## config.mk

```make
export PLATFORM = sky130hd
export DESIGN_NAME = pcfg_header_decode
export DESIGN_NICKNAME = d
export VERILOG_FILES = /design/src/hw/pcfg_pkg.sv /design/src/hw/pcfg_header_decode.sv /design/src/hw/pcfg_dword_mem.sv
export VERILOG_INCLUDE_DIRS = /design/src /design/src/hw
export SDC_FILE = /design/constraint.sdc
export NUM_CORES = 1
export LEC_CHECK = 0
export BUFFER_PORTS_ARGS = -buffer_cell sky130_fd_sc_hd__buf_2
export CAP_MARGIN = 20
export CORE_UTILIZATION = 49
export DETAILED_ROUTE_END_ITERATION = 7
export PLACE_DENSITY_LB_ADDON = 0.15
export SYNTH_ARGS = -nofsm -noshare
export SYNTH_HDL_FRONTEND = slang
export SYNTH_HIERARCHICAL = 1
export SYNTH_SLANG_ARGS = --single-unit
```

## constraint.sdc

```tcl
create_clock -name mclk -period 3.39 [get_ports mclk]
set_input_delay 0.1695 -clock mclk [delete_from_list [all_inputs] [get_ports mclk]]
set_output_delay 0.1695 -clock mclk [all_outputs]
set_load 0.05 [all_outputs]
```

## src/hw/pcfg_defines.svh

```systemverilog
`ifndef PCFG_DEFINES_SVH
`define PCFG_DEFINES_SVH

// ----------------------------------------------------------------
// Configuration offsets and sizes (bytes; function 1 size in dwords)
// ----------------------------------------------------------------
`define PCFG_OFF_CMDSTAT    8'h04
`define PCFG_OFF_BASE       8'h10
`define PCFG_OFF_RSVD_FIRST 8'h14
`define PCFG_OFF_RSVD_LAST  8'h38
`define PCFG_OFF_INTINFO    8'h3C
`define PCFG_HDR_BYTES      9'h040
`define PCFG_F1_DWORDS      16

// ----------------------------------------------------------------
// Field positions
// ----------------------------------------------------------------
`define PCFG_BASE_LSB       20
`define PCFG_MAXLAT_LSB     24
`define PCFG_MINGNT_LSB     16
`define PCFG_INTPIN_LSB     8
`define PCFG_INTLINE_LSB    0
`define PCFG_MEMEN_BIT      1
`define PCFG_PARERR_BIT     31

// ----------------------------------------------------------------
// Fixed and reset values
// ----------------------------------------------------------------
`define PCFG_MAXLAT_VAL     8'h0F
`define PCFG_MINGNT_VAL     8'h00
`define PCFG_INTPIN_VAL     8'h01
`define PCFG_BASE_RST       12'h000
`define PCFG_INTLINE_RST    8'h00
`define PCFG_WORD_ZERO      32'h0000_0000

`endif

```

## src/hw/pcfg_pkg.sv

```systemverilog
`default_nettype none
package pcfg_pkg;

    typedef logic [31:0] pcfg_word_t;

    // Memory-cycle sequencer, Gray along idle -> backend -> idle
    typedef enum logic [1:0] {
        PCFG_MS_IDLE = 2'b00,
        PCFG_MS_BACK = 2'b01,
        PCFG_MS_ZERO = 2'b11
    } pcfg_mstate_t;

endpackage : pcfg_pkg
`default_nettype wire

```

## src/hw/pcfg_header_decode.sv

```systemverilog
`timescale 1ns/10ps
`default_nettype none
`include "pcfg_defines.svh"
module pcfg_header_decode #(
    parameter int IMPL_BYTES = 4096,
    parameter int F1_DWORDS  = `PCFG_F1_DWORDS
) (
    input  wire logic                 mclk,
    input  wire logic                 rstn,
    input  wire logic                 cfgReq,
    input  wire logic                 cfgWrite,
    input  wire logic                 cfgFunc,
    input  wire logic [7:0]           cfgAddr,
    input  wire pcfg_pkg::pcfg_word_t cfgWdata,
    input  wire logic [3:0]           cfgByteEn,
    output logic                      cfgAck,
    output pcfg_pkg::pcfg_word_t      cfgRdata,
    input  wire logic                 memReq,
    input  wire logic                 memWrite,
    input  wire pcfg_pkg::pcfg_word_t memAddr,
    input  wire pcfg_pkg::pcfg_word_t memWdata,
    output logic                      devselN,
    output logic                      memDone,
    output pcfg_pkg::pcfg_word_t      memRdata,
    output logic                      beReq,
    output logic                      beWrite,
    output logic [19:0]               beAddr,
    output pcfg_pkg::pcfg_word_t      beWdata,
    input  wire logic                 beAck,
    input  wire pcfg_pkg::pcfg_word_t beRdata,
    input  wire logic                 parityErr
);

    localparam logic [20:0] IMPL_LIM = 21'(IMPL_BYTES);
    localparam int          F1_AW    = $clog2(F1_DWORDS);

    // ----------------------------------------------------------------
    // Helpers
    // ----------------------------------------------------------------
    function automatic logic dwHit(input logic [7:0] addr, input logic [7:0] off);
        dwHit = (addr[7:2] == off[7:2]);
    endfunction : dwHit

    function automatic logic [7:0] laneMerge(input logic [7:0] old, input logic [7:0] val, input logic en);
        laneMerge = en ? val : old;
    endfunction : laneMerge

    // ----------------------------------------------------------------
    // Decode
    // ----------------------------------------------------------------
    logic                   [11:0] baseFf;
    logic                   [7:0]  intLineFf;
    logic                          memEnFf;
    logic                          parErrFf;
    pcfg_pkg::pcfg_mstate_t        mstateFf;
    pcfg_pkg::pcfg_word_t          fn0RdFf;
    logic                          selF1Ff;
    logic                          cfgAckFf;
    logic                          beReqFf;
    logic                          beWriteFf;
    logic                   [19:0] beAddrFf;
    pcfg_pkg::pcfg_word_t          beWdataFf;
    logic                          memDoneFf;
    pcfg_pkg::pcfg_word_t          memRdataFf;
    pcfg_pkg::pcfg_word_t          f1Rd;

    logic inHdr;
    logic wr0;
    logic rd0;
    logic f1Wr;
    logic f1RdEn;
    logic claim;
    logic implHit;

    assign inHdr   = ({1'b0, cfgAddr} < `PCFG_HDR_BYTES);
    assign wr0     = cfgReq && cfgWrite && !cfgFunc;
    assign rd0     = cfgReq && !cfgWrite && !cfgFunc;
    assign f1Wr    = cfgReq && cfgWrite && cfgFunc && inHdr;
    assign f1RdEn  = cfgReq && !cfgWrite && cfgFunc && inHdr;
    assign implHit = ({1'b0, memAddr[19:0]} < IMPL_LIM);

    // Window match, nonzero upper bits, enable, sequencer free
    assign claim   = memReq && (mstateFf == pcfg_pkg::PCFG_MS_IDLE) && memEnFf
                     && (baseFf != `PCFG_BASE_RST) && (memAddr[31:20] == baseFf);
    assign devselN = !claim;

    // ----------------------------------------------------------------
    // Writable configuration fields
    // ----------------------------------------------------------------
    always_ff @(posedge mclk or negedge rstn) begin
        if (!rstn) begin
            baseFf <= `PCFG_BASE_RST;
        end else if (wr0 && dwHit(cfgAddr, `PCFG_OFF_BASE)) begin
            baseFf[11:4] <= laneMerge(baseFf[11:4], cfgWdata[31:24], cfgByteEn[3]);
            if (cfgByteEn[2]) begin
                baseFf[3:0] <= cfgWdata[23:20];
            end
        end
    end

    always_ff @(posedge mclk or negedge rstn) begin
        if (!rstn) begin
            intLineFf <= `PCFG_INTLINE_RST;
        end else if (wr0 && dwHit(cfgAddr, `PCFG_OFF_INTINFO)) begin
            intLineFf <= laneMerge(intLineFf, cfgWdata[7:0], cfgByteEn[0]);
        end
    end

    always_ff @(posedge mclk or negedge rstn) begin
        if (!rstn) begin
            memEnFf <= 1'b0;
        end else if (wr0 && dwHit(cfgAddr, `PCFG_OFF_CMDSTAT) && cfgByteEn[0]) begin
            memEnFf <= cfgWdata[`PCFG_MEMEN_BIT];
        end
    end

    // Set wins over a simultaneous clear
    always_ff @(posedge mclk or negedge rstn) begin
        if (!rstn) begin
            parErrFf <= 1'b0;
        end else if (parityErr) begin
            parErrFf <= 1'b1;
        end else if (wr0 && dwHit(cfgAddr, `PCFG_OFF_CMDSTAT) && cfgByteEn[3]
                     && cfgWdata[`PCFG_PARERR_BIT]) begin
            parErrFf <= 1'b0;
        end
    end

    // ----------------------------------------------------------------
    // Configuration read path
    // ----------------------------------------------------------------
    always_ff @(posedge mclk or negedge rstn) begin
        if (!rstn) begin
            fn0RdFf <= `PCFG_WORD_ZERO;
        end else if (rd0) begin
            fn0RdFf <= `PCFG_WORD_ZERO;
            if (dwHit(cfgAddr, `PCFG_OFF_CMDSTAT)) begin
                fn0RdFf[`PCFG_PARERR_BIT] <= parErrFf;
                fn0RdFf[`PCFG_MEMEN_BIT]  <= memEnFf;
            end else if (dwHit(cfgAddr, `PCFG_OFF_BASE)) begin
                fn0RdFf[31:`PCFG_BASE_LSB] <= baseFf;
            end else if (dwHit(cfgAddr, `PCFG_OFF_INTINFO)) begin
                fn0RdFf[`PCFG_MAXLAT_LSB +: 8]  <= `PCFG_MAXLAT_VAL;
                fn0RdFf[`PCFG_MINGNT_LSB +: 8]  <= `PCFG_MINGNT_VAL;
                fn0RdFf[`PCFG_INTPIN_LSB +: 8]  <= `PCFG_INTPIN_VAL;
                fn0RdFf[`PCFG_INTLINE_LSB +: 8] <= intLineFf;
            end
        end else begin
            fn0RdFf <= `PCFG_WORD_ZERO;
        end
    end

    always_ff @(posedge mclk or negedge rstn) begin
        if (!rstn) begin
            cfgAckFf <= 1'b0;
            selF1Ff  <= 1'b0;
        end else begin
            cfgAckFf <= cfgReq;
            selF1Ff  <= cfgReq && !cfgWrite && cfgFunc;
        end
    end

    // Second function header storage
    pcfg_dword_mem #(
        .WORDS (F1_DWORDS),
        .AW    (F1_AW)
    ) u_f1_mem (
        .mclk   (mclk),
        .rstn   (rstn),
        .wrEn   (f1Wr),
        .wrIdx  (cfgAddr[F1_AW+1:2]),
        .wrData (cfgWdata),
        .wrBe   (cfgByteEn),
        .rdEn   (f1RdEn),
        .rdIdx  (cfgAddr[F1_AW+1:2]),
        .rdData (f1Rd)
    );

    assign cfgAck   = cfgAckFf;
    assign cfgRdata = selF1Ff ? f1Rd : fn0RdFf;

    // ----------------------------------------------------------------
    // Memory-cycle sequencer
    // ----------------------------------------------------------------
    always_ff @(posedge mclk or negedge rstn) begin
        if (!rstn) begin
            mstateFf <= pcfg_pkg::PCFG_MS_IDLE;
        end else begin
            case (mstateFf)
                pcfg_pkg::PCFG_MS_IDLE: begin
                    if (claim) begin
                        mstateFf <= implHit ? pcfg_pkg::PCFG_MS_BACK : pcfg_pkg::PCFG_MS_ZERO;
                    end
                end
                pcfg_pkg::PCFG_MS_BACK: begin
                    if (beAck) begin
                        mstateFf <= pcfg_pkg::PCFG_MS_IDLE;
                    end
                end
                pcfg_pkg::PCFG_MS_ZERO: begin
                    mstateFf <= pcfg_pkg::PCFG_MS_IDLE;
                end
                default: begin
                    mstateFf <= pcfg_pkg::PCFG_MS_IDLE;
                end
            endcase
        end
    end

    // Backend request only for implemented locations
    always_ff @(posedge mclk or negedge rstn) begin
        if (!rstn) begin
            beReqFf   <= 1'b0;
            beWriteFf <= 1'b0;
            beAddrFf  <= 20'h0_0000;
            beWdataFf <= `PCFG_WORD_ZERO;
        end else begin
            beReqFf <= claim && implHit;
            if (claim && implHit) begin
                beWriteFf <= memWrite;
                beAddrFf  <= memAddr[19:0];
                beWdataFf <= memWdata;
            end
        end
    end

    always_ff @(posedge mclk or negedge rstn) begin
        if (!rstn) begin
            memDoneFf  <= 1'b0;
            memRdataFf <= `PCFG_WORD_ZERO;
        end else if (mstateFf == pcfg_pkg::PCFG_MS_BACK && beAck) begin
            memDoneFf  <= 1'b1;
            memRdataFf <= beWriteFf ? `PCFG_WORD_ZERO : beRdata;
        end else if (mstateFf == pcfg_pkg::PCFG_MS_ZERO) begin
            memDoneFf  <= 1'b1;
            memRdataFf <= `PCFG_WORD_ZERO;
        end else begin
            memDoneFf  <= 1'b0;
            memRdataFf <= `PCFG_WORD_ZERO;
        end
    end

    assign beReq    = beReqFf;
    assign beWrite  = beWriteFf;
    assign beAddr   = beAddrFf;
    assign beWdata  = beWdataFf;
    assign memDone  = memDoneFf;
    assign memRdata = memRdataFf;
endmodule : pcfg_header_decode
`default_nettype wire

```

## src/hw/pcfg_dword_mem.sv

```systemverilog
`timescale 1ns/10ps
`default_nettype none
module pcfg_dword_mem #(
    parameter int WORDS = 16,
    parameter int AW    = 4
) (
    input  wire logic                 mclk,
    input  wire logic                 rstn,
    input  wire logic                 wrEn,
    input  wire logic [AW-1:0]        wrIdx,
    input  wire pcfg_pkg::pcfg_word_t wrData,
    input  wire logic [3:0]           wrBe,
    input  wire logic                 rdEn,
    input  wire logic [AW-1:0]        rdIdx,
    output pcfg_pkg::pcfg_word_t      rdData
);

    pcfg_pkg::pcfg_word_t memFf [WORDS];
    pcfg_pkg::pcfg_word_t rdDataFf;

    always_ff @(posedge mclk or negedge rstn) begin
        if (!rstn) begin
            for (int i = 0; i < WORDS; i++) begin
                memFf[i] <= `PCFG_WORD_ZERO;
            end
        end else if (wrEn) begin
            for (int b = 0; b < 4; b++) begin
                if (wrBe[b]) begin
                    memFf[wrIdx][b*8 +: 8] <= wrData[b*8 +: 8];
                end
            end
        end
    end

    // Disabled reads return zero
    always_ff @(posedge mclk or negedge rstn) begin
        if (!rstn) begin
            rdDataFf <= `PCFG_WORD_ZERO;
        end else begin
            rdDataFf <= rdEn ? memFf[rdIdx] : `PCFG_WORD_ZERO;
        end
    end

    assign rdData = rdDataFf;

endmodule : pcfg_dword_mem
`default_nettype wire

```

# Word-level counts from Yosys, hierarchy flattened
# Index checks and enable logic that the tools add are counted.
# word_totals
ff_bits,689
in_bits,149
elab_cells,118
# classes
magnitude_cmp,4
eq_ne,8
mux,42
bitwise,1
n_reduce_logical,31
# op_table
cell,n
two-way mux 512 bit,7
bitwise mux 512 bit,4
demux 32 bit (select 4 bit),4
two-way mux 32 bit,8
binary-select mux 32 bit (select 4 bit),1
two-way mux 29 bit,1
two-way mux 28 bit,1
two-way mux 24 bit,1
logical AND 1 bit,21
< comparator 20 x 13 -> 1 bit (second input constant),1
two-way mux 20 bit,1
two-way mux 16 bit,1
equality test 12 bit,1
two-way mux 12 bit,1
nonzero test 12 bit,1
< comparator 8 x 7 -> 1 bit (second input constant),1
two-way mux 8 bit,1
AND reduction 2 bit,4
two-way mux 1 bit,7
equality test 6 x 1 -> 1 bit (second input constant),1
equality test 6 x 3 -> 1 bit (second input constant),1
equality test 6 x 4 -> 1 bit (second input constant),1
two-way mux 2 bit,3
>= comparator 5 bit (second input constant),1
9 further kinds,12

# Depth between registers and ports, before layout
# Gate-level depths: netlist of run 1.
# depth
depth_word,16
mapped_depth,8
mapped_depth_nobuf,6

# By module
# Netlist of run 1, hierarchy kept.
# modules_own_cells
module,instances,cells_per_inst,area_per_inst_um2
pcfg_dword_mem,1,1721,24194.5
pcfg_header_decode,1,368,5435.2

# Worst setup path after synthesis of run 1
# Ideal clock, no wire load.
# synth_path
path_kind,register to register
start,reg mstateFf[0]
end,"reg beAddrFf[10], in the netlist beAddr[10]"
t_arrival_ns,2.128
setup_slack_ns,1.137
stages_incl_launch_ff,7
path_buffers,1
period_less_slack_ns,2.253
path_cell_list,dfrtp_1 > and4bb_1 > o221ai_2 > or3_4 > nor4_4 > buf_6 > mux2_4
# synth_via
elab_chain_cells,6
# synth_lines
element,line,text
from (decl),pcfg_header_decode.sv:55,pcfg_pkg::pcfg_mstate_t mstateFf;
from (signal assigned),pcfg_header_decode.sv:187,mstateFf <= pcfg_pkg::PCFG_MS_IDLE;
from (signal assigned),pcfg_header_decode.sv:192,mstateFf <= implHit ? pcfg_pkg::PCFG_MS_BACK : pcfg_pkg::PCFG_MS_ZERO;
from (signal assigned),pcfg_header_decode.sv:197,mstateFf <= pcfg_pkg::PCFG_MS_IDLE;
zero test 2 bit,pcfg_header_decode.sv:83,assign claim = memReq && (mstateFf == pcfg_pkg::PCFG_MS_IDLE) && memEnFf
logical AND 1 bit (4 in series),pcfg_header_decode.sv:83,
logical AND 1 bit,pcfg_header_decode.sv:219,if (claim && implHit) begin
to (signal assigned),pcfg_header_decode.sv:221,beAddrFf <= memAddr[19:0];
to (decl),pcfg_header_decode.sv:61,logic [19:0] beAddrFf;
# No other way between the ends.
# A chain may end at the register's enable or synchronous reset.

# Worst setup path in the final report of run 1
# layout_path
start,reg memEnFf
end,out devselN
# layout_via
elab_chain_cells,4
# layout_lines
element,line,text
from (decl),pcfg_header_decode.sv:53,logic memEnFf;
from (signal assigned),pcfg_header_decode.sv:113,memEnFf <= cfgWdata[`PCFG_MEMEN_BIT];
logical AND 1 bit (3 in series),pcfg_header_decode.sv:83,
zero test 1 bit,pcfg_header_decode.sv:85,assign devselN = !claim;
to (decl),pcfg_header_decode.sv:22,"output logic devselN,"
# No other way between the ends.

==> out/metrics.cfg, run 1 <==
[timing]
finalSetupTns_ns=0
clock.fmax_mhz=370
slew_violations=0
post-route-period-util_pct=79.7
final-hold-violation-count=0
rsz0062_at_grt=no
worst_pin_slew_ns=1.04
final.setup.worst_slack_ns=0.688
fin_crit_ns=2.70
setup_violations=0
maxSlewHeadroom_pct=30.5
skew_ns=0.0289

[critical_path]
r2r_end=mstateFf[1]
cp_cell_sequence=and4bb_1 > o221ai_2 > or3_4 > or3_2 > buf_2
worstReg2RegStart=memEnFf
cpPeakStageDelay_ns=0.46
cp-start-kind=register
cp.buffers_inverters=1
cp_slowest_cell=dfrtp_1
crit_type=reg2out
worst_setup_path_end_kind=output port
regToRegSetupSlack_ns=0.91
cp.required_ns=3.22
arrival_ns=2.53
cpLargestDelayFamily=simple AND/OR/NAND/NOR gates
reg2regPathDepth=6
worstPathMaxFanout=3

[logic_synthesis]
async_flop_share_pct=100
ys_types=43
synth_fp_nets=2238
synth_warnings=6
yosys_most_used_dff=dfrtp_1
synth_area_leaders=dfrtp_1 (57%), mux2_2 (14%), mux2i_1 (8.0%)
netlist.area_leader.share_pct=57.3
yosysSeqAreaShare_pct=57.3
postSynthAreaPerCell_um2=14.2
syn-cell-area_um2=29600
yosysTopAreaCell=dfrtp_1
synth-edff-count=0
synthCells=2089
synth_seq_cells=678

[global_route]
overflow=0
grt_pass1_wl_um=114000
grt_usage_pct=24.3
first_global_vias=19580
grt_max_degree=100
antenna_found_initial=4

[floorplanning]
start_util_pct=49.9
io_pins=270
core-area_um2=59400
rows=89
die_h_um=248
die_w_um=248
die_area_um2=61500

[final_layout]
fin_cells=3288
ff_latch_area_um2=17000
mostFrequentLayoutCells=dfrtp_1 (677), mux2_2 (368), buf_2 (265), mux2i_1 (238), mux2_1 (191)
final_area_um2=35300
n_fill_cell=4657
multiInputGateArea_um2=12200
area_growth_pct=19.1
drive_gt1_share_pct=34.6
final_util_pct=59.5
nets=2609
final_common_cell=dfrtp_1

[power_and_ir_drop]
switchingPower_w=0.00386
irDropWorstVdd_v=0.000313
power.density_nw_per_um2=490
clockPowerShare_pct=45.3
p_leak_nw=18.4
p_seq_share_pct=48.4
p_int_w=0.0134
p_sw_share_pct=22.3
pwr-share-comb_pct=6.4

[min_path]
whs_path_depth=2
min_to=u_f1_mem/memFf[272]
worstHoldStart=cfgWdata[16]
hold_class=in2reg

[place]
place_area_um2=32000
gp_congestion=0.771
portBuffers=267
place_hpwl_um=46100
placed_cells=3062
post-place-ws_ns=0.646

[route]
post-route-drc-count=0
drt-total-wl_um=73500
drtPass1Iterations=5
wl_per_cell_um=22.3
drt-initial-drc-count=1251
routed_via_density=5.64
ant_nets=0
num_vias=18538

[clock_network]
cts.sinks=678
post_cts_resized=0
cts-root-buf=clkbuf_16
cts_tree=yes
cts_hold_buffers=96
cts_setup_buffers=0
clockBufferDepth=3
numCtsBuffers=73
clk_pin_slew_ns=0.06
htreeDepth=3
clock_latency_ns=0.61

[run]
max-cap-violations=0

[outcome]
outcome=completed

[worst register-to-register path, stage by stage (launching register included)]
cell,delay (ns)
dfrtp_1,0.46
and4bb_1,0.25
o221ai_2,0.09
or3_4,0.43
or3_2,0.45
a21oi_1,0.14
dlygate4sd3_1,0.57
[routing by layer]
layer,routed length (um),global-route usage [%],vias to the layer above
li1,-,-,8326
met1,32200,33.3,9666
met2,35700,39.0,413
met3,3560,4.63,127
met4,2040,7.76,6
met5,33,0,-
[worst max path at each step]
stage           startpoint             endpoint  slack, ns  cells past startpoint
2_1_floorplan  mstateFf[0]           beAddr[10]       1.14                      6
3_3_place_gp    cfgAddr[7]  u_f1_mem/memFf[181]       0.69                      7
3_5_place_dp    cfgAddr[7]  u_f1_mem/memFf[385]       0.65                      7
4_1_cts            memEnFf              devselN       0.64                      5
5_1_grt          baseFf[0]              devselN       0.60                      5
6_report           memEnFf              devselN       0.69                      5
[registers in the layout, summed over array words and instances, names as in the netlist]
name             cells
baseFf              12
beAddr              20
beReq                1
beWdata             32
beWrite              1
cfgAck               1
fn0RdFf             21
intLineFf            8
memDone              1
memEnFf              1
memRdata            32
mstateFf             2
parErrFf             1
selF1Ff              1
u_f1_mem/memFf     512
u_f1_mem/rdData     32
[kinds of logic (layout without fill, tap and decap cells)]
group	after synthesis	in the layout	synth area share [%]
simple gates	263	263	4.53
mux	846	846	32.0
buf+inv	119	542	1.74
xor+xnor	10	10	0.296
flops	678	678	57.3
other cells	0	3	0
compound gates	173	173	4.18
[Yosys cell counts, drive strengths merged, types with 11 or more instances]
cell type	n
nor2	34
buf	34
nand2	111
dfrtp	678
and2	61
mux2	599
clkbuf	81
nor4	11
a22oi	112
o21ai	19
o22ai	23
mux2i	238
[area by class of cell]
type                            instances  area share, %
Sequential cell                       678           48.1
Multi-Input combinational cell       1292           34.5
Timing Repair Buffer                  411           7.90
Clock buffer                          115           6.37
Tap cell                              773           2.74
Clock inverter                         12          0.344
Inverter                                4         0.0425
Antenna cell                            3         0.0213
[metrics by stage]
step	power, W	hold slack (ns)
6_report	0.0173	0.00719
2_1_floorplan	0.00902	-0.126
3_5_place_dp	0.00953	0.260
3_3_place_gp	0.00949	0.248
4_1_cts	0.0175	0.00121
5_1_grt	0.0180	0.0358
[power groups by stage]
stage	clock, W	combinational (W)	sequential [W]
2_1_floorplan	0	0.000541	0.00848
3_3_place_gp	0	0.000995	0.00850
3_5_place_dp	0	0.00102	0.00851
4_1_cts	0.00803	0.00111	0.00836
5_1_grt	0.00836	0.00121	0.00838
6_report	0.00782	0.00110	0.00836
No activity file was read; power rests on OpenSTA's default activity.
==> run 2: changes to the inputs <==
Clock period 3.39 ns to 2.5 ns, I/O delays scaled along.
==> run 2 against run 1 <==
Compared with the run above:
- clock skew shrank 0.0062 ns
- core utilization is 1.2 points higher
- via count is 1.3% higher
- critical path depth unchanged
- total power up 38%
- routed wire length grew 0.70%
- sequential cell count is the same
- die area did not move
- register-to-register slack lost 0.78 ns
- sequential share of layout area shrank 0.98 points
==> out/metrics.cfg, run 2 (synthesis gave the netlist of run 1 again) <==
[outcome]
outcome=completed

[clock_network]
numCtsBuffers=73  ; unchanged
clock_latency_ns=0.61  ; about the same
htreeDepth=3  ; unchanged
cts.sinks=678  ; unchanged
cts_tree=yes
cts-root-buf=clkbuf_16
clockBufferDepth=3  ; unchanged
clk_pin_slew_ns=0.06  ; about the same

[place]
gp_congestion=0.820  ; +6.4%
portBuffers=267  ; unchanged
place_hpwl_um=47200  ; +2.3%
post-place-ws_ns=0.177  ; -0.468 ns

[timing]
setup_violations=0  ; unchanged
final-hold-violation-count=0  ; unchanged
maxSlewHeadroom_pct=48.7  ; +18 points
skew_ns=0.0227  ; -0.00618 ns
slew_violations=0  ; unchanged
worst_pin_slew_ns=0.764  ; -0.279 ns
final.setup.worst_slack_ns=0.0526  ; -0.636 ns
clock.fmax_mhz=409
post-route-period-util_pct=97.9
fin_crit_ns=2.45
rsz0062_at_grt=yes

[power_and_ir_drop]
pwr-share-comb_pct=6.6  ; +0.2 points
p_leak_nw=18.8  ; +2.1%
power.density_nw_per_um2=661  ; +35%
clockPowerShare_pct=45.9  ; +0.6 points
p_sw_share_pct=22.1  ; -0.21 points
switchingPower_w=0.00527  ; +36%
p_total_w=0.0238  ; +38%
p_int_w=0.0185  ; +38%
irDropWorstVdd_v=0.000438  ; +40%
p_seq_share_pct=47.6  ; -0.8 points

[critical_path]
cp-start-kind=register
cp.required_ns=2.38  ; -0.84 ns
reg2regPathDepth=8  ; +2
critPathLaunch=mstateFf[1]
arrival_ns=2.32  ; -0.21 ns
r2r_end=beWdata[5]
worst_setup_path_end_kind=output port
crit_type=reg2out
worstReg2RegStart=baseFf[8]
worstPathMaxFanout=3  ; unchanged
regToRegSetupSlack_ns=0.13  ; -0.78 ns
critPathCapture=devselN

[route]
drt-met1-wl_um=31500  ; -2.1%
post-route-drc-count=0  ; unchanged
routed_via_density=5.60  ; -0.65%
route.met2.wl_um=36600  ; +2.6%
drt-initial-drc-count=1151  ; -8.0%
drt-total-wl_um=74000  ; +0.70%
met3_length_um=3860  ; +8.5%
ant_nets=0  ; unchanged
drtPass1Iterations=5  ; unchanged
top_layer_used=met5
num_vias=18776  ; +1.3%
wl_per_cell_um=22.1  ; -1.2%

[final_layout]
drive_gt1_share_pct=35.6  ; +1.1 points
nets=2673  ; +2.5%
diodes=0  ; -3
final_common_cell=dfrtp_1
largest_reg_flops=512  ; unchanged
top_register=u_f1_mem/memFf
area_growth_pct=21.6
mostFrequentLayoutCells=dfrtp_1 (676), mux2_2 (368), buf_2 (264), mux2i_1 (238), mux2_1 (191)

[global_route]
grt_usage_pct=24.4  ; +0.11 points
antenna_found_initial=5  ; +1
grt_pass1_wl_um=114000  ; +0.13%
overflow=0  ; unchanged
first_global_vias=19762  ; +0.93%
grt_max_degree=78  ; -22%

[floorplanning]
die_h_um=248  ; unchanged
core-area_um2=59400  ; unchanged
die_area_um2=61500  ; unchanged
die_w_um=248  ; unchanged
io_pins=270  ; unchanged
start_util_pct=49.9  ; unchanged
rows=89  ; unchanged

[run]
max-cap-violations=0  ; unchanged

[min_path]
hold_class=in2reg

## run 2: changes by cell type in the layout (fill, tap and decap cells not counted), moves of 2 or more
| cell | previous run | this run |
|---|---|---|
| buf_12 | 9 | 18 |
| bufinv_16 | 2 | 6 |
| diode_2 | 3 | 0 |
| clkbuf_8 | 18 | 14 |
| buf_4 | 39 | 74 |
| clkinv_2 | 7 | 13 |
| dlygate4sd3_1 | 96 | 116 |
| clkbuf_1 | 20 | 18 |
## run 2: final cells by class
type                            instances  area (um^2)
Fill cell                            4626        23300
Sequential cell                       678        17000
Multi-Input combinational cell       1292        12200
Timing Repair Buffer                  475         3440
Clock buffer                          109         2190
Tap cell                              773          967
Clock inverter                         21          263
Inverter                                4         15.0
## run 2: stage by stage
stage	setup TNS (ns)	utilization (%)	instances	hold WS, ns	instance area [um^2]
6_report	0	60.7	3352	0.0248	36000
5_1_grt	-0.00106	60.7	3352	0.0470	36000
4_1_cts	0	60.7	3352	0.000583	36000
3_5_place_dp	0	54.6	3105	0.174	32400
3_3_place_gp	0	54.6	3105	0.169	32400
2_1_floorplan	0	-	2089	-0.171	29600
## run 2: critical path: stages (launching register included)
cell and delay (ns):
dfrtp_1 0.39, and4bb_1 0.29, o221ai_2 0.09, or3_4 0.40, or3_4 0.37, buf_8 0.17
## run 2: layer usage
| layer | track usage (%) | vias to the layer above |
|---|---|---|
| li1 | - | 8462 |
| met1 | 32.4 | 9769 |
| met2 | 40.0 | 416 |
| met3 | 4.88 | 125 |
| met4 | 8.44 | 4 |
| met5 | 0 | - |
## run 2: repair_timing
item                                    4_1_cts  5_1_grt
gates cloned                                  0        0
gates resized for setup                       4        2
endpoints found under the setup margin        1        6
pin swaps                                     1        2
hold endpoints to repair                    409        0
setup buffers                                 1        0
hold buffers                                116        0
## run 2: worst min path at each step
stage               slack [ns]  cells after the start                   to          from
global placement          0.17                      1          memRdata[1]          rstn
finish                    0.02                      2  u_f1_mem/memFf[476]  cfgWdata[28]
CTS                     0.0006                      2  u_f1_mem/memFf[129]   cfgWdata[1]
global route              0.05                      2   u_f1_mem/memFf[89]  cfgWdata[25]
detailed placement        0.17                      1          memRdata[1]          rstn
floorplan                -0.17                      0            baseFf[0]          rstn
## run 2: power by group through the flow
stage	registers [W]	logic [W]	clock network (W)
finish	0.0113	0.00156	0.0109
global route	0.0114	0.00171	0.0117
CTS	0.0113	0.00158	0.0112
detailed placement	0.0115	0.00143	0
global placement	0.0115	0.00140	0
floorplan	0.0115	0.000733	0
